## src/include/cgspr_pkg.sv

```systemverilog
// constants for the clock generator serial port register bank
package cgspr_pkg;
   localparam int ADDR_W = 13;
   localparam int INSTR_W = 16;
   // register offsets
   localparam logic [12:0] OFS_SETUP = 13'h000;
   localparam logic [12:0] OFS_RSVD = 13'h002;
   localparam logic [12:0] OFS_DEV_ID = 13'h003;
   localparam logic [12:0] OFS_RB_SEL = 13'h004;
   localparam logic [12:0] OFS_VER_LO = 13'h005;
   localparam logic [12:0] OFS_VER_HI = 13'h006;
   localparam logic [12:0] OFS_PUMP = 13'h010;
   localparam logic [12:0] OFS_RDIV_LO = 13'h011;
   localparam logic [12:0] OFS_RDIV_HI = 13'h012;
   // values after reset
   localparam logic [7:0] RST_SETUP = 8'h00;
   localparam logic [7:0] RST_RB_SEL = 8'h00;
   localparam logic [7:0] RST_VER = 8'h00;
   localparam logic [7:0] RST_PUMP = 8'h7d;
   localparam logic [7:0] RST_RDIV_LO = 8'h01;
   localparam logic [5:0] RST_RDIV_HI = 6'h00;
   // serial setup field positions (each control mirrored in a bit pair)
   localparam int SDO_HI = 7;
   localparam int SDO_LO = 0;
   localparam int LSBF_HI = 6;
   localparam int LSBF_LO = 1;
   localparam int SRST_HI = 5;
   localparam int SRST_LO = 2;
   localparam int RDIV_HI_W = 6;
   // instruction word fields
   localparam int INS_RW = 15;
   localparam int INS_LEN_HI = 14;
   localparam int INS_LEN_LO = 13;
   localparam logic [1:0] LEN_STREAM = 2'h3;
   localparam logic [3:0] LAST_INSTR_BIT = 4'hf;
   localparam logic [3:0] LAST_DATA_BIT = 4'h7;
endpackage : cgspr_pkg

```

## src/rtl/cgspr_regs.sv

```systemverilog
// clock generator serial port register bank with staged and active copies
// Operation
// - writes to addresses outside the map change nothing.
// - writes to unused addresses or unused bits change nothing.
// - serial setup mirrors output enable, lsb first and soft reset in bit pairs; resets zero.
// - reference divider is 14 bits: low byte, then six bits at next address.
// - readback bit 0 set returns active bank, clear returns staged bank.
// - transfer strobe copies staged bank into active bank; only then values apply.
`timescale 1ns/10ps
module cgspr_regs #(
   parameter int          ADDR_W = 13,        // serial address width
   parameter logic [7:0]  DEVICE_ID = 8'h5a   // arbitrary identifier value
) (
   input  wire logic        clk,           // system clock
   input  wire logic        reset_n,       // async reset
   input  wire logic        sclk,          // serial clock from host
   input  wire logic        cs_n,          // frame select
   input  wire logic        sdio_i,        // data pin input
   output logic             sdio_o,        // data pin output
   output logic             sdio_oe,       // data pin drive enable
   output logic             sdo_o,         // separate output pin
   output logic             sdo_oe,        // separate output drive enable
   input  wire logic        update_strobe, // copy staged bank to active
   output logic [7:0]       pump_ctrl,     // active phase detector/pump control
   output logic [13:0]      ref_div,       // active reference divider
   output logic [15:0]      user_version   // active customer version
);
   // the decoder compares full 13-bit offsets, so no other width is served
   if (ADDR_W != cgspr_pkg::ADDR_W) begin : g_addr_w_check
      $error("cgspr_regs: ADDR_W must be 13");
   end

   logic [12:0] spi_addr;
   logic        wr_stb;
   logic [12:0] wr_addr;
   logic [7:0]  wr_data;
   logic [7:0]  rd_data;
   logic        sdo_bit;
   logic        sdo_drive;
   logic        soft_req;
   logic        sdo_act_r;
   logic        lsbf_r;
   logic        rb_act_r;
   // staged bank
   logic [7:0]  b_ver_lo_r;
   logic [7:0]  b_ver_hi_r;
   logic [7:0]  b_pump_r;
   logic [7:0]  b_rdiv_lo_r;
   logic [5:0]  b_rdiv_hi_r;
   // active bank
   logic [7:0]  a_ver_lo_r;
   logic [7:0]  a_ver_hi_r;
   logic [7:0]  a_pump_r;
   logic [7:0]  a_rdiv_lo_r;
   logic [5:0]  a_rdiv_hi_r;

   cgspr_spi u_spi (
      .clk       (clk),
      .reset_n   (reset_n),
      .sclk      (sclk),
      .cs_n      (cs_n),
      .sdi       (sdio_i),
      .lsb_first (lsbf_r),
      .rd_data   (rd_data),
      .addr      (spi_addr),
      .wr_stb    (wr_stb),
      .wr_addr   (wr_addr),
      .wr_data   (wr_data),
      .sdo_bit   (sdo_bit),
      .sdo_drive (sdo_drive)
   );

   // 4-wire mode moves read data to the separate pin
   assign sdio_o  = sdo_bit;
   assign sdo_o   = sdo_bit;
   assign sdio_oe = sdo_drive & ~sdo_act_r;
   assign sdo_oe  = sdo_drive & sdo_act_r;

   assign soft_req = wr_stb && wr_addr == cgspr_pkg::OFS_SETUP &&
                     (wr_data[cgspr_pkg::SRST_HI] | wr_data[cgspr_pkg::SRST_LO]);

   // serial setup takes effect at once, the reset bit is never stored
   always_ff @(posedge clk or negedge reset_n) begin
      if (!reset_n) begin
         sdo_act_r <= cgspr_pkg::RST_SETUP[cgspr_pkg::SDO_LO];
         lsbf_r    <= cgspr_pkg::RST_SETUP[cgspr_pkg::LSBF_LO];
      end else if (soft_req) begin
         sdo_act_r <= cgspr_pkg::RST_SETUP[cgspr_pkg::SDO_LO];
         lsbf_r    <= cgspr_pkg::RST_SETUP[cgspr_pkg::LSBF_LO];
      end else if (wr_stb && wr_addr == cgspr_pkg::OFS_SETUP) begin
         sdo_act_r <= wr_data[cgspr_pkg::SDO_HI] | wr_data[cgspr_pkg::SDO_LO];
         lsbf_r    <= wr_data[cgspr_pkg::LSBF_HI] | wr_data[cgspr_pkg::LSBF_LO];
      end
   end

   always_ff @(posedge clk or negedge reset_n) begin
      if (!reset_n) rb_act_r <= cgspr_pkg::RST_RB_SEL[0];
      else if (soft_req) rb_act_r <= cgspr_pkg::RST_RB_SEL[0];
      else if (wr_stb && wr_addr == cgspr_pkg::OFS_RB_SEL) rb_act_r <= wr_data[0];
   end

   // staged bank: unmapped or unused targets fall through to default
   always_ff @(posedge clk or negedge reset_n) begin
      if (!reset_n) begin
         b_ver_lo_r  <= cgspr_pkg::RST_VER;
         b_ver_hi_r  <= cgspr_pkg::RST_VER;
         b_pump_r    <= cgspr_pkg::RST_PUMP;
         b_rdiv_lo_r <= cgspr_pkg::RST_RDIV_LO;
         b_rdiv_hi_r <= cgspr_pkg::RST_RDIV_HI;
      end else if (soft_req) begin
         b_ver_lo_r  <= cgspr_pkg::RST_VER;
         b_ver_hi_r  <= cgspr_pkg::RST_VER;
         b_pump_r    <= cgspr_pkg::RST_PUMP;
         b_rdiv_lo_r <= cgspr_pkg::RST_RDIV_LO;
         b_rdiv_hi_r <= cgspr_pkg::RST_RDIV_HI;
      end else if (wr_stb) begin
         case (wr_addr)
            cgspr_pkg::OFS_VER_LO:  b_ver_lo_r  <= wr_data;
            cgspr_pkg::OFS_VER_HI:  b_ver_hi_r  <= wr_data;
            cgspr_pkg::OFS_PUMP:    b_pump_r    <= wr_data;
            cgspr_pkg::OFS_RDIV_LO: b_rdiv_lo_r <= wr_data;
            cgspr_pkg::OFS_RDIV_HI: b_rdiv_hi_r <= wr_data[cgspr_pkg::RDIV_HI_W-1:0];
            default: ;
         endcase
      end
   end

   // active bank changes only on the transfer strobe or a soft reset
   always_ff @(posedge clk or negedge reset_n) begin
      if (!reset_n) begin
         a_ver_lo_r  <= cgspr_pkg::RST_VER;
         a_ver_hi_r  <= cgspr_pkg::RST_VER;
         a_pump_r    <= cgspr_pkg::RST_PUMP;
         a_rdiv_lo_r <= cgspr_pkg::RST_RDIV_LO;
         a_rdiv_hi_r <= cgspr_pkg::RST_RDIV_HI;
      end else if (soft_req) begin
         a_ver_lo_r  <= cgspr_pkg::RST_VER;
         a_ver_hi_r  <= cgspr_pkg::RST_VER;
         a_pump_r    <= cgspr_pkg::RST_PUMP;
         a_rdiv_lo_r <= cgspr_pkg::RST_RDIV_LO;
         a_rdiv_hi_r <= cgspr_pkg::RST_RDIV_HI;
      end else if (update_strobe) begin
         a_ver_lo_r  <= b_ver_lo_r;
         a_ver_hi_r  <= b_ver_hi_r;
         a_pump_r    <= b_pump_r;
         a_rdiv_lo_r <= b_rdiv_lo_r;
         a_rdiv_hi_r <= b_rdiv_hi_r;
      end
   end

   assign pump_ctrl    = a_pump_r;
   assign ref_div      = {a_rdiv_hi_r, a_rdiv_lo_r};
   assign user_version = {a_ver_hi_r, a_ver_lo_r};

   always_comb begin
      case (spi_addr)
         cgspr_pkg::OFS_SETUP:   rd_data = {sdo_act_r, lsbf_r, 4'h0, lsbf_r, sdo_act_r};
         cgspr_pkg::OFS_DEV_ID:  rd_data = DEVICE_ID;
         cgspr_pkg::OFS_RB_SEL:  rd_data = {7'h00, rb_act_r};
         cgspr_pkg::OFS_VER_LO:  rd_data = rb_act_r ? a_ver_lo_r : b_ver_lo_r;
         cgspr_pkg::OFS_VER_HI:  rd_data = rb_act_r ? a_ver_hi_r : b_ver_hi_r;
         cgspr_pkg::OFS_PUMP:    rd_data = rb_act_r ? a_pump_r : b_pump_r;
         cgspr_pkg::OFS_RDIV_LO: rd_data = rb_act_r ? a_rdiv_lo_r : b_rdiv_lo_r;
         cgspr_pkg::OFS_RDIV_HI: rd_data = {2'h0, rb_act_r ? a_rdiv_hi_r : b_rdiv_hi_r};
         default:                rd_data = 8'h00;
      endcase
   end

   // checks
   logic unmapped_wr;
   assign unmapped_wr = wr_stb && !(wr_addr inside {cgspr_pkg::OFS_SETUP, cgspr_pkg::OFS_RB_SEL,
      cgspr_pkg::OFS_VER_LO, cgspr_pkg::OFS_VER_HI, cgspr_pkg::OFS_PUMP, cgspr_pkg::OFS_RDIV_LO,
      cgspr_pkg::OFS_RDIV_HI});

   unmapped_write_a: assert property (@(posedge clk) disable iff (!reset_n)
      unmapped_wr |=> $stable({b_ver_lo_r, b_ver_hi_r, b_pump_r, b_rdiv_lo_r, b_rdiv_hi_r,
                               sdo_act_r, lsbf_r, rb_act_r}))
      else $error("unmapped write changed state");

   // only the mirrored control pairs may leave a trace in the setup state
   unused_bits_a: assert property (@(posedge clk) disable iff (!reset_n)
      (wr_stb && wr_addr == cgspr_pkg::OFS_SETUP && (wr_data & 8'hc3) == 8'h00)
      |=> !sdo_act_r && !lsbf_r)
      else $error("unused setup bits changed state");

   setup_mirror_a: assert property (@(posedge clk) disable iff (!reset_n)
      (wr_stb && wr_addr == cgspr_pkg::OFS_SETUP && !soft_req && wr_data[cgspr_pkg::SDO_HI])
      |=> sdo_act_r ##0 (spi_addr != cgspr_pkg::OFS_SETUP || (rd_data[7] && rd_data[0])))
      else $error("setup mirror bit not applied");

   ref_div_write_a: assert property (@(posedge clk) disable iff (!reset_n)
      (wr_stb && wr_addr == cgspr_pkg::OFS_RDIV_HI) |=> b_rdiv_hi_r == $past(wr_data[5:0]))
      else $error("divider high bits not staged");

   ref_low_stage_a: assert property (@(posedge clk) disable iff (!reset_n)
      (wr_stb && wr_addr == cgspr_pkg::OFS_RDIV_LO) |=> b_rdiv_lo_r == $past(wr_data))
      else $error("divider low byte not staged");

   rb_select_write_a: assert property (@(posedge clk) disable iff (!reset_n)
      (wr_stb && wr_addr == cgspr_pkg::OFS_RB_SEL) |=> rb_act_r == $past(wr_data[0]))
      else $error("readback select bit not taken");

   ver_stage_a: assert property (@(posedge clk) disable iff (!reset_n)
      (wr_stb && wr_addr == cgspr_pkg::OFS_VER_LO) |=> b_ver_lo_r == $past(wr_data))
      else $error("version low byte not staged");

   readback_sel_a: assert property (@(posedge clk) disable iff (!reset_n)
      (spi_addr == cgspr_pkg::OFS_PUMP) |-> rd_data == (rb_act_r ? a_pump_r : b_pump_r))
      else $error("readback bank select wrong");

   transfer_copy_a: assert property (@(posedge clk) disable iff (!reset_n)
      (update_strobe && !soft_req) |=> {pump_ctrl, ref_div} == $past({b_pump_r, b_rdiv_hi_r, b_rdiv_lo_r}))
      else $error("transfer did not copy staged bank");

   active_hold_a: assert property (@(posedge clk) disable iff (!reset_n)
      (!update_strobe && !soft_req) |=> $stable({pump_ctrl, ref_div, user_version}))
      else $error("active bank changed without transfer");

   // soft reset outranks both a coincident write and the transfer strobe
   soft_reset_a: assert property (@(posedge clk) disable iff (!reset_n)
      soft_req |=> (b_pump_r == cgspr_pkg::RST_PUMP && a_rdiv_lo_r == cgspr_pkg::RST_RDIV_LO &&
                    !sdo_act_r && !lsbf_r && !rb_act_r) [*2])
      else $error("soft reset did not restore defaults");
endmodule : cgspr_regs

```

## src/rtl/cgspr_spi.sv

```systemverilog
// serial port framing: instruction decode, data bytes, read bit output
`timescale 1ns/10ps
module cgspr_spi (
   input  wire logic        clk,        // system clock
   input  wire logic        reset_n,    // async reset
   input  wire logic        sclk,       // serial clock from host
   input  wire logic        cs_n,       // frame select
   input  wire logic        sdi,        // serial data in
   input  wire logic        lsb_first,  // bit order and address step
   input  wire logic [7:0]  rd_data,    // read data for addr
   output logic [12:0]      addr,       // current byte address
   output logic             wr_stb,     // write byte pulse
   output logic [12:0]      wr_addr,    // write address
   output logic [7:0]       wr_data,    // write data
   output logic             sdo_bit,    // read bit
   output logic             sdo_drive   // read phase active
);
   typedef enum logic [2:0] {S_INSTR = 3'b001, S_DATA = 3'b010, S_HOLD = 3'b100} cgspr_state_t;
   cgspr_state_t state_r;
   logic        sclk_d_r;
   logic [3:0]  bitcnt_r;
   logic [15:0] sr_r;
   logic [15:0] sr_nxt;
   logic        read_r;
   logic        stream_r;
   logic [1:0]  left_r;
   logic [12:0] addr_r;
   logic [7:0]  tx_r;
   logic        rise;
   logic        fall;
   logic        byte_end;

   function automatic logic pick(input logic [7:0] b, input logic [3:0] i, input logic lsb);
      pick = lsb ? b[i[2:0]] : b[3'h7 - i[2:0]];
   endfunction : pick

   assign rise = sclk & ~sclk_d_r & ~cs_n;
   assign fall = ~sclk & sclk_d_r & ~cs_n;
   assign sr_nxt = lsb_first ? {sdi, sr_r[15:1]} : {sr_r[14:0], sdi};
   assign byte_end = rise && (state_r == S_DATA) && (bitcnt_r == cgspr_pkg::LAST_DATA_BIT);
   assign addr = addr_r;
   assign sdo_drive = ~cs_n & (state_r == S_DATA) & read_r;

   always_ff @(posedge clk or negedge reset_n) begin
      if (!reset_n) sclk_d_r <= 1'b0;
      else sclk_d_r <= sclk;
   end

   always_ff @(posedge clk or negedge reset_n) begin
      if (!reset_n) begin
         state_r  <= S_INSTR;
         bitcnt_r <= 4'h0;
         sr_r     <= 16'h0000;
         read_r   <= 1'b0;
         stream_r <= 1'b0;
         left_r   <= 2'h0;
         addr_r   <= 13'h0000;
      end else if (cs_n) begin
         // a partial byte at frame end is dropped
         state_r  <= S_INSTR;
         bitcnt_r <= 4'h0;
      end else if (rise) begin
         sr_r <= sr_nxt;
         case (state_r)
            S_INSTR: begin
               if (bitcnt_r == cgspr_pkg::LAST_INSTR_BIT) begin
                  read_r   <= sr_nxt[cgspr_pkg::INS_RW];
                  left_r   <= sr_nxt[cgspr_pkg::INS_LEN_HI:cgspr_pkg::INS_LEN_LO];
                  stream_r <= sr_nxt[cgspr_pkg::INS_LEN_HI:cgspr_pkg::INS_LEN_LO] == cgspr_pkg::LEN_STREAM;
                  addr_r   <= sr_nxt[12:0];
                  bitcnt_r <= 4'h0;
                  state_r  <= S_DATA;
               end else bitcnt_r <= bitcnt_r + 4'h1;
            end
            S_DATA: begin
               if (bitcnt_r == cgspr_pkg::LAST_DATA_BIT) begin
                  bitcnt_r <= 4'h0;
                  addr_r   <= lsb_first ? addr_r + 13'h0001 : addr_r - 13'h0001;
                  if (!stream_r && left_r == 2'h0) state_r <= S_HOLD;
                  else if (!stream_r) left_r <= left_r - 2'h1;
               end else bitcnt_r <= bitcnt_r + 4'h1;
            end
            S_HOLD: ;
            default: state_r <= S_INSTR;
         endcase
      end
   end

   always_ff @(posedge clk or negedge reset_n) begin
      if (!reset_n) begin
         wr_stb  <= 1'b0;
         wr_addr <= 13'h0000;
         wr_data <= 8'h00;
      end else begin
         wr_stb <= byte_end && !read_r;
         if (byte_end && !read_r) begin
            wr_addr <= addr_r;
            wr_data <= lsb_first ? sr_nxt[15:8] : sr_nxt[7:0];
         end
      end
   end

   // read bits change on the falling edge so the host samples on the rising one
   always_ff @(posedge clk or negedge reset_n) begin
      if (!reset_n) begin
         tx_r    <= 8'h00;
         sdo_bit <= 1'b0;
      end else if (fall && sdo_drive) begin
         if (bitcnt_r == 4'h0) begin
            tx_r    <= rd_data;
            sdo_bit <= pick(rd_data, 4'h0, lsb_first);
         end else sdo_bit <= pick(tx_r, bitcnt_r, lsb_first);
      end
   end
endmodule : cgspr_spi

```

## config.mk

```make
export PLATFORM = sky130hd
export DESIGN_NAME = cgspr_regs
export DESIGN_NICKNAME = d
export VERILOG_FILES = /design/src/include/cgspr_pkg.sv /design/src/rtl/cgspr_regs.sv /design/src/rtl/cgspr_spi.sv
export SDC_FILE = /design/constraint.sdc
export NUM_CORES = 1
export LEC_CHECK = 0
export ABC_AREA = 1
export ABC_CLOCK_PERIOD_IN_PS = 2300
export BUFFER_PORTS_ARGS = -buffer_cell sky130_fd_sc_hd__buf_4
export CAP_MARGIN = 40
export CORE_MARGIN = 4
export CORE_UTILIZATION = 55
export CTS_BUF_LIST = sky130_fd_sc_hd__clkbuf_4 sky130_fd_sc_hd__clkbuf_8
export DETAILED_ROUTE_END_ITERATION = 8
export PLACE_DENSITY = 0.87
export SYNTH_ARGS = -nofsm -noshare
export SYNTH_HDL_FRONTEND = slang
export SYNTH_HIERARCHICAL = 1
export SYNTH_SLANG_ARGS = --single-unit
export TNS_END_PERCENT = 20
```

## constraint.sdc

```tcl
create_clock -name clk -period 2.3 [get_ports clk]
set_input_delay 0.115 -clock clk [delete_from_list [all_inputs] [get_ports clk]]
set_output_delay 0.115 -clock clk [all_outputs]
set_load 0.005 [all_outputs]
```

==> flow_metrics.env <==
export IMPL_ir_drop_mv=0.4665
export IMPL_pwr_share_seq_pct=43.2
export IMPL_reg2reg_depth=10
export IMPL_grt_overflow=0
export IMPL_synth_seq_area_share_pct=42.90
export IMPL_critPathTopFamily="simple AND/OR/NAND/NOR gates"
export IMPL_internal_power_w=0.004588
export IMPL_path_cells="nor2_1, nand2_1, nor2_2, buf_4, nand3_1, o21ai_0, nor2_1, nand2_1, nand2_1, o21ai_1"
export IMPL_cp_arrival_ns=2.42
export IMPL_core_sq_mm=0.01583
export IMPL_finalSetupViolations=0
export IMPL_fin_hold_ws_ns=0.04123
export IMPL_drive_above_1_share_pct=14.00
export IMPL_clock_sinks=151
export IMPL_clock_power_share_pct=29.7
export IMPL_fillers=1382
export IMPL_worstReg2RegEnd="u_spi/tx_r[4]$_DFFE_PN0P_"
export IMPL_avgSynthCellArea_sq_um=7.244
export IMPL_htreeDepth=4
export IMPL_num_rows=46
export IMPL_gp_congestion=1.027
export IMPL_timing_critical_path_mode_cell="nand2_1"
export IMPL_worstHoldPathType="in -> reg"
export IMPL_worstSetupPathType="reg -> reg"
export IMPL_largest_reg_flops=16
export IMPL_routedWlPerCell_microns=15.00
export IMPL_nets=1289
export IMPL_wl_mm=22.42
export IMPL_regMostFlops="u_spi/sr_r"
export IMPL_comb_power_share_pct=27.1
export IMPL_critical_path_required_ns=2.69
export IMPL_fin_util_pct=62.17
export IMPL_syn_cell_area_sq_mm=0.008852
export IMPL_fmax_mhz=492.8
export IMPL_final_common_cell="nand2_1"
export IMPL_crit_path_max_incr_delay_ns=0.42
export IMPL_swShare_pct=34.72
export IMPL_setup_tns_ns=0
export IMPL_end_kind="register"
export IMPL_fin_skew_ns=0.01288
export IMPL_yosysWarnings=6
export IMPL_p_leak_nw=5.192
export IMPL_hold_violations=0
export IMPL_critPathSlowestCell="dfrtp_1"
export IMPL_drv_cap=0
export IMPL_timing_final_crit_share_pct=88.22
export IMPL_path_max_fanout=18
export IMPL_status="complete, no violations"
export IMPL_hold_start="cs_n"
export IMPL_r2r_start="u_spi/addr[9]$_DFFE_PN0P_"
export IMPL_cts_buffer_depth=2
export IMPL_finalCriticalPeriod_ns=2.029
export IMPL_grt_pass1_wl_mm=37.54
export IMPL_regArea_sq_mm=0.003797
export IMPL_die_w_microns=134.9
export IMPL_num_vias=8250
export IMPL_root_buffer="clkbuf_8"
export IMPL_clk_pin_slew_worst_paths_ns=0.08
export IMPL_drt_iter0_drc=801
export IMPL_grt_setup_unrepaired="false"
export IMPL_io_pins=48
export IMPL_first_pass_iters=7
export IMPL_dp_hpwl_mm=16.33
export IMPL_synth_seq_cells=151
export IMPL_startpoint_type="register"
export IMPL_p_per_area_mw_per_mm2=714.1
export IMPL_min_path_cells=4
export IMPL_slew_viol_final=0
export IMPL_rrSetupSlack_ns=0.27
export IMPL_insertedDiodeCount=0
export IMPL_antenna_found_initial=0
export IMPL_finalWorstSetupSlack_ns=0.2709
export IMPL_numPortBuffers=47
export IMPL_dieArea_sq_mm=0.01819
export IMPL_relSlewSlack_pct=60.26
export IMPL_grt_max_degree=75
export IMPL_holdPathEnd="u_spi/sr_r[3]$_DFFE_PN0P_"
export IMPL_vias_per_cell=5.518
export IMPL_cts_buffers=17
export IMPL_cp_num_buf_inv=1
export IMPL_multi_input_area_sq_mm=0.004113
export IMPL_synth_cell_types=39
export IMPL_grt_pass1_vias=7931
export IMPL_drc=0
export IMPL_die_h_microns=134.9
export IMPL_syn_instance_count=1222
export IMPL_power_w=0.007028
export IMPL_syn_nets=1243
export IMPL_dp_slack_ns=0.3355
export IMPL_start_util_pct=55.93
export IMPL_cts_tree="yes"
export IMPL_final_cell_mix="nand2_1, inv_1, dfrtp_1"
export IMPL_tightest_slew_ns=0.5961
export IMPL_grt_usage_pct=25.65
export IMPL_worstSkewPairLatency_ns=0.46
export IMPL_p_switching_w=0.002440
export IMPL_areaGrowthSynthToFinish_pct=11.17
export IMPL_postRouteAntennaNets=0
[synth_stat cells (all sizes together)]
| master | count | share of area (%) |
|---|---|---|
| nand4 | 39 | 3.0 |
| fa | 1 | 0.23 |
| clkbuf | 13 | 0.55 |
| ha | 14 | 2.0 |
| xnor2 | 1 | 0.099 |
| nand3 | 78 | 4.7 |
| a31oi | 7 | 0.49 |
| nand3b | 1 | 0.085 |
| clkinv | 2 | 0.085 |
| nor3 | 5 | 0.65 |
| o211ai | 12 | 1.0 |
| inv | 176 | 7.5 |
| nand2 | 413 | 18 |
| nor2 | 91 | 4.5 |
| dfstp | 15 | 4.5 |
| o21ai | 125 | 7.1 |
| xor2 | 4 | 0.40 |
| o21bai | 1 | 0.085 |
| a21o | 1 | 0.085 |
| mux2 | 10 | 1.3 |
| o22ai | 2 | 0.14 |
| buf | 34 | 2.6 |
| a21boi | 1 | 0.085 |
| mux2i | 4 | 0.45 |
| dfrtp | 136 | 38 |
| a21oi | 36 | 2.4 |
[what timing repair did]
item | CTS | global route
hold buffers | 3 | 0
setup buffers | 0 | 0
gates resized for setup | 0 | 0
hold endpoints to repair | 48 | 0
[worst min-delay path, cell delays in order]
cell and delay (ns):
buf_4 0.14, nor2_8 0.10, nand2_1 0.07, nand2_1 0.04
[final cells by class]
| type | count | share of cell area (%) |
|---|---|---|
| well taps | 216 | 2.746 |
| inverters | 178 | 6.790 |
| multi-input cells | 846 | 41.79 |
| repair buffers | 74 | 6.014 |
| clock buffers | 18 | 2.517 |
| clock inverters | 12 | 1.551 |
| flip-flops and latches | 151 | 38.59 |
[metrics by stage]
stage	std cells	instance area (sq um)
5_1_grt	1495	9841
4_1_cts	1495	9841
3_3_place_gp	1462	9410
2_1_floorplan	1222	8852
3_5_place_dp	1462	9410
6_report	1495	9841
[worst max-delay path by stage]
stage                                              from  cells after the start                          to
after detailed placement  u_spi/bitcnt_r[0]$_DFFE_PN0P_                      8   u_spi/addr[9]$_DFFE_PN0P_
after global routing      u_spi/bitcnt_r[0]$_DFFE_PN0P_                      9  u_spi/addr[11]$_DFFE_PN0P_
after CTS                 u_spi/bitcnt_r[0]$_DFFE_PN0P_                      9  u_spi/addr[11]$_DFFE_PN0P_
final                         u_spi/addr[9]$_DFFE_PN0P_                     10   u_spi/tx_r[4]$_DFFE_PN0P_
after global placement    u_spi/bitcnt_r[0]$_DFFE_PN0P_                      8   u_spi/addr[9]$_DFFE_PN0P_
after floorplan                      lsbf_r$_DFFE_PN0P_                     10   u_spi/addr[6]$_DFFE_PN0P_
[cell families after synthesis]
kind of cell    Yosys count  synth area share (%)
compound gates          185                 11.35
fa+ha+maj                15                 2.205
buf+inv                 225                 10.70
flops                   151                 42.90
xor+xnor                  5                0.4947
mux                      14                 1.724
simple gates            627                 30.63
[power groups by stage]
stage               combinational, W  sequential, W  clock, W
detailed placement           0.00186        0.00308         0
global placement             0.00180        0.00307         0
floorplan                    0.00138        0.00303         0
CTS                          0.00187        0.00303   0.00212
global route                 0.00218        0.00306   0.00223
finish                       0.00190        0.00304   0.00209
[routing by layer]
| layer | track usage, % | vias up | share of wire, % |
|---|---|---|---|
| li1 | - | 3976 | - |
| met1 | 32.51 | 3812 | 41 |
| met2 | 41.44 | 362 | 47 |
| met3 | 4.098 | 100 | 7.0 |
| met4 | 15.55 | 0 | 5.6 |
| met5 | 0 | - | 0 |
Power figures use the tool's default switching activity.
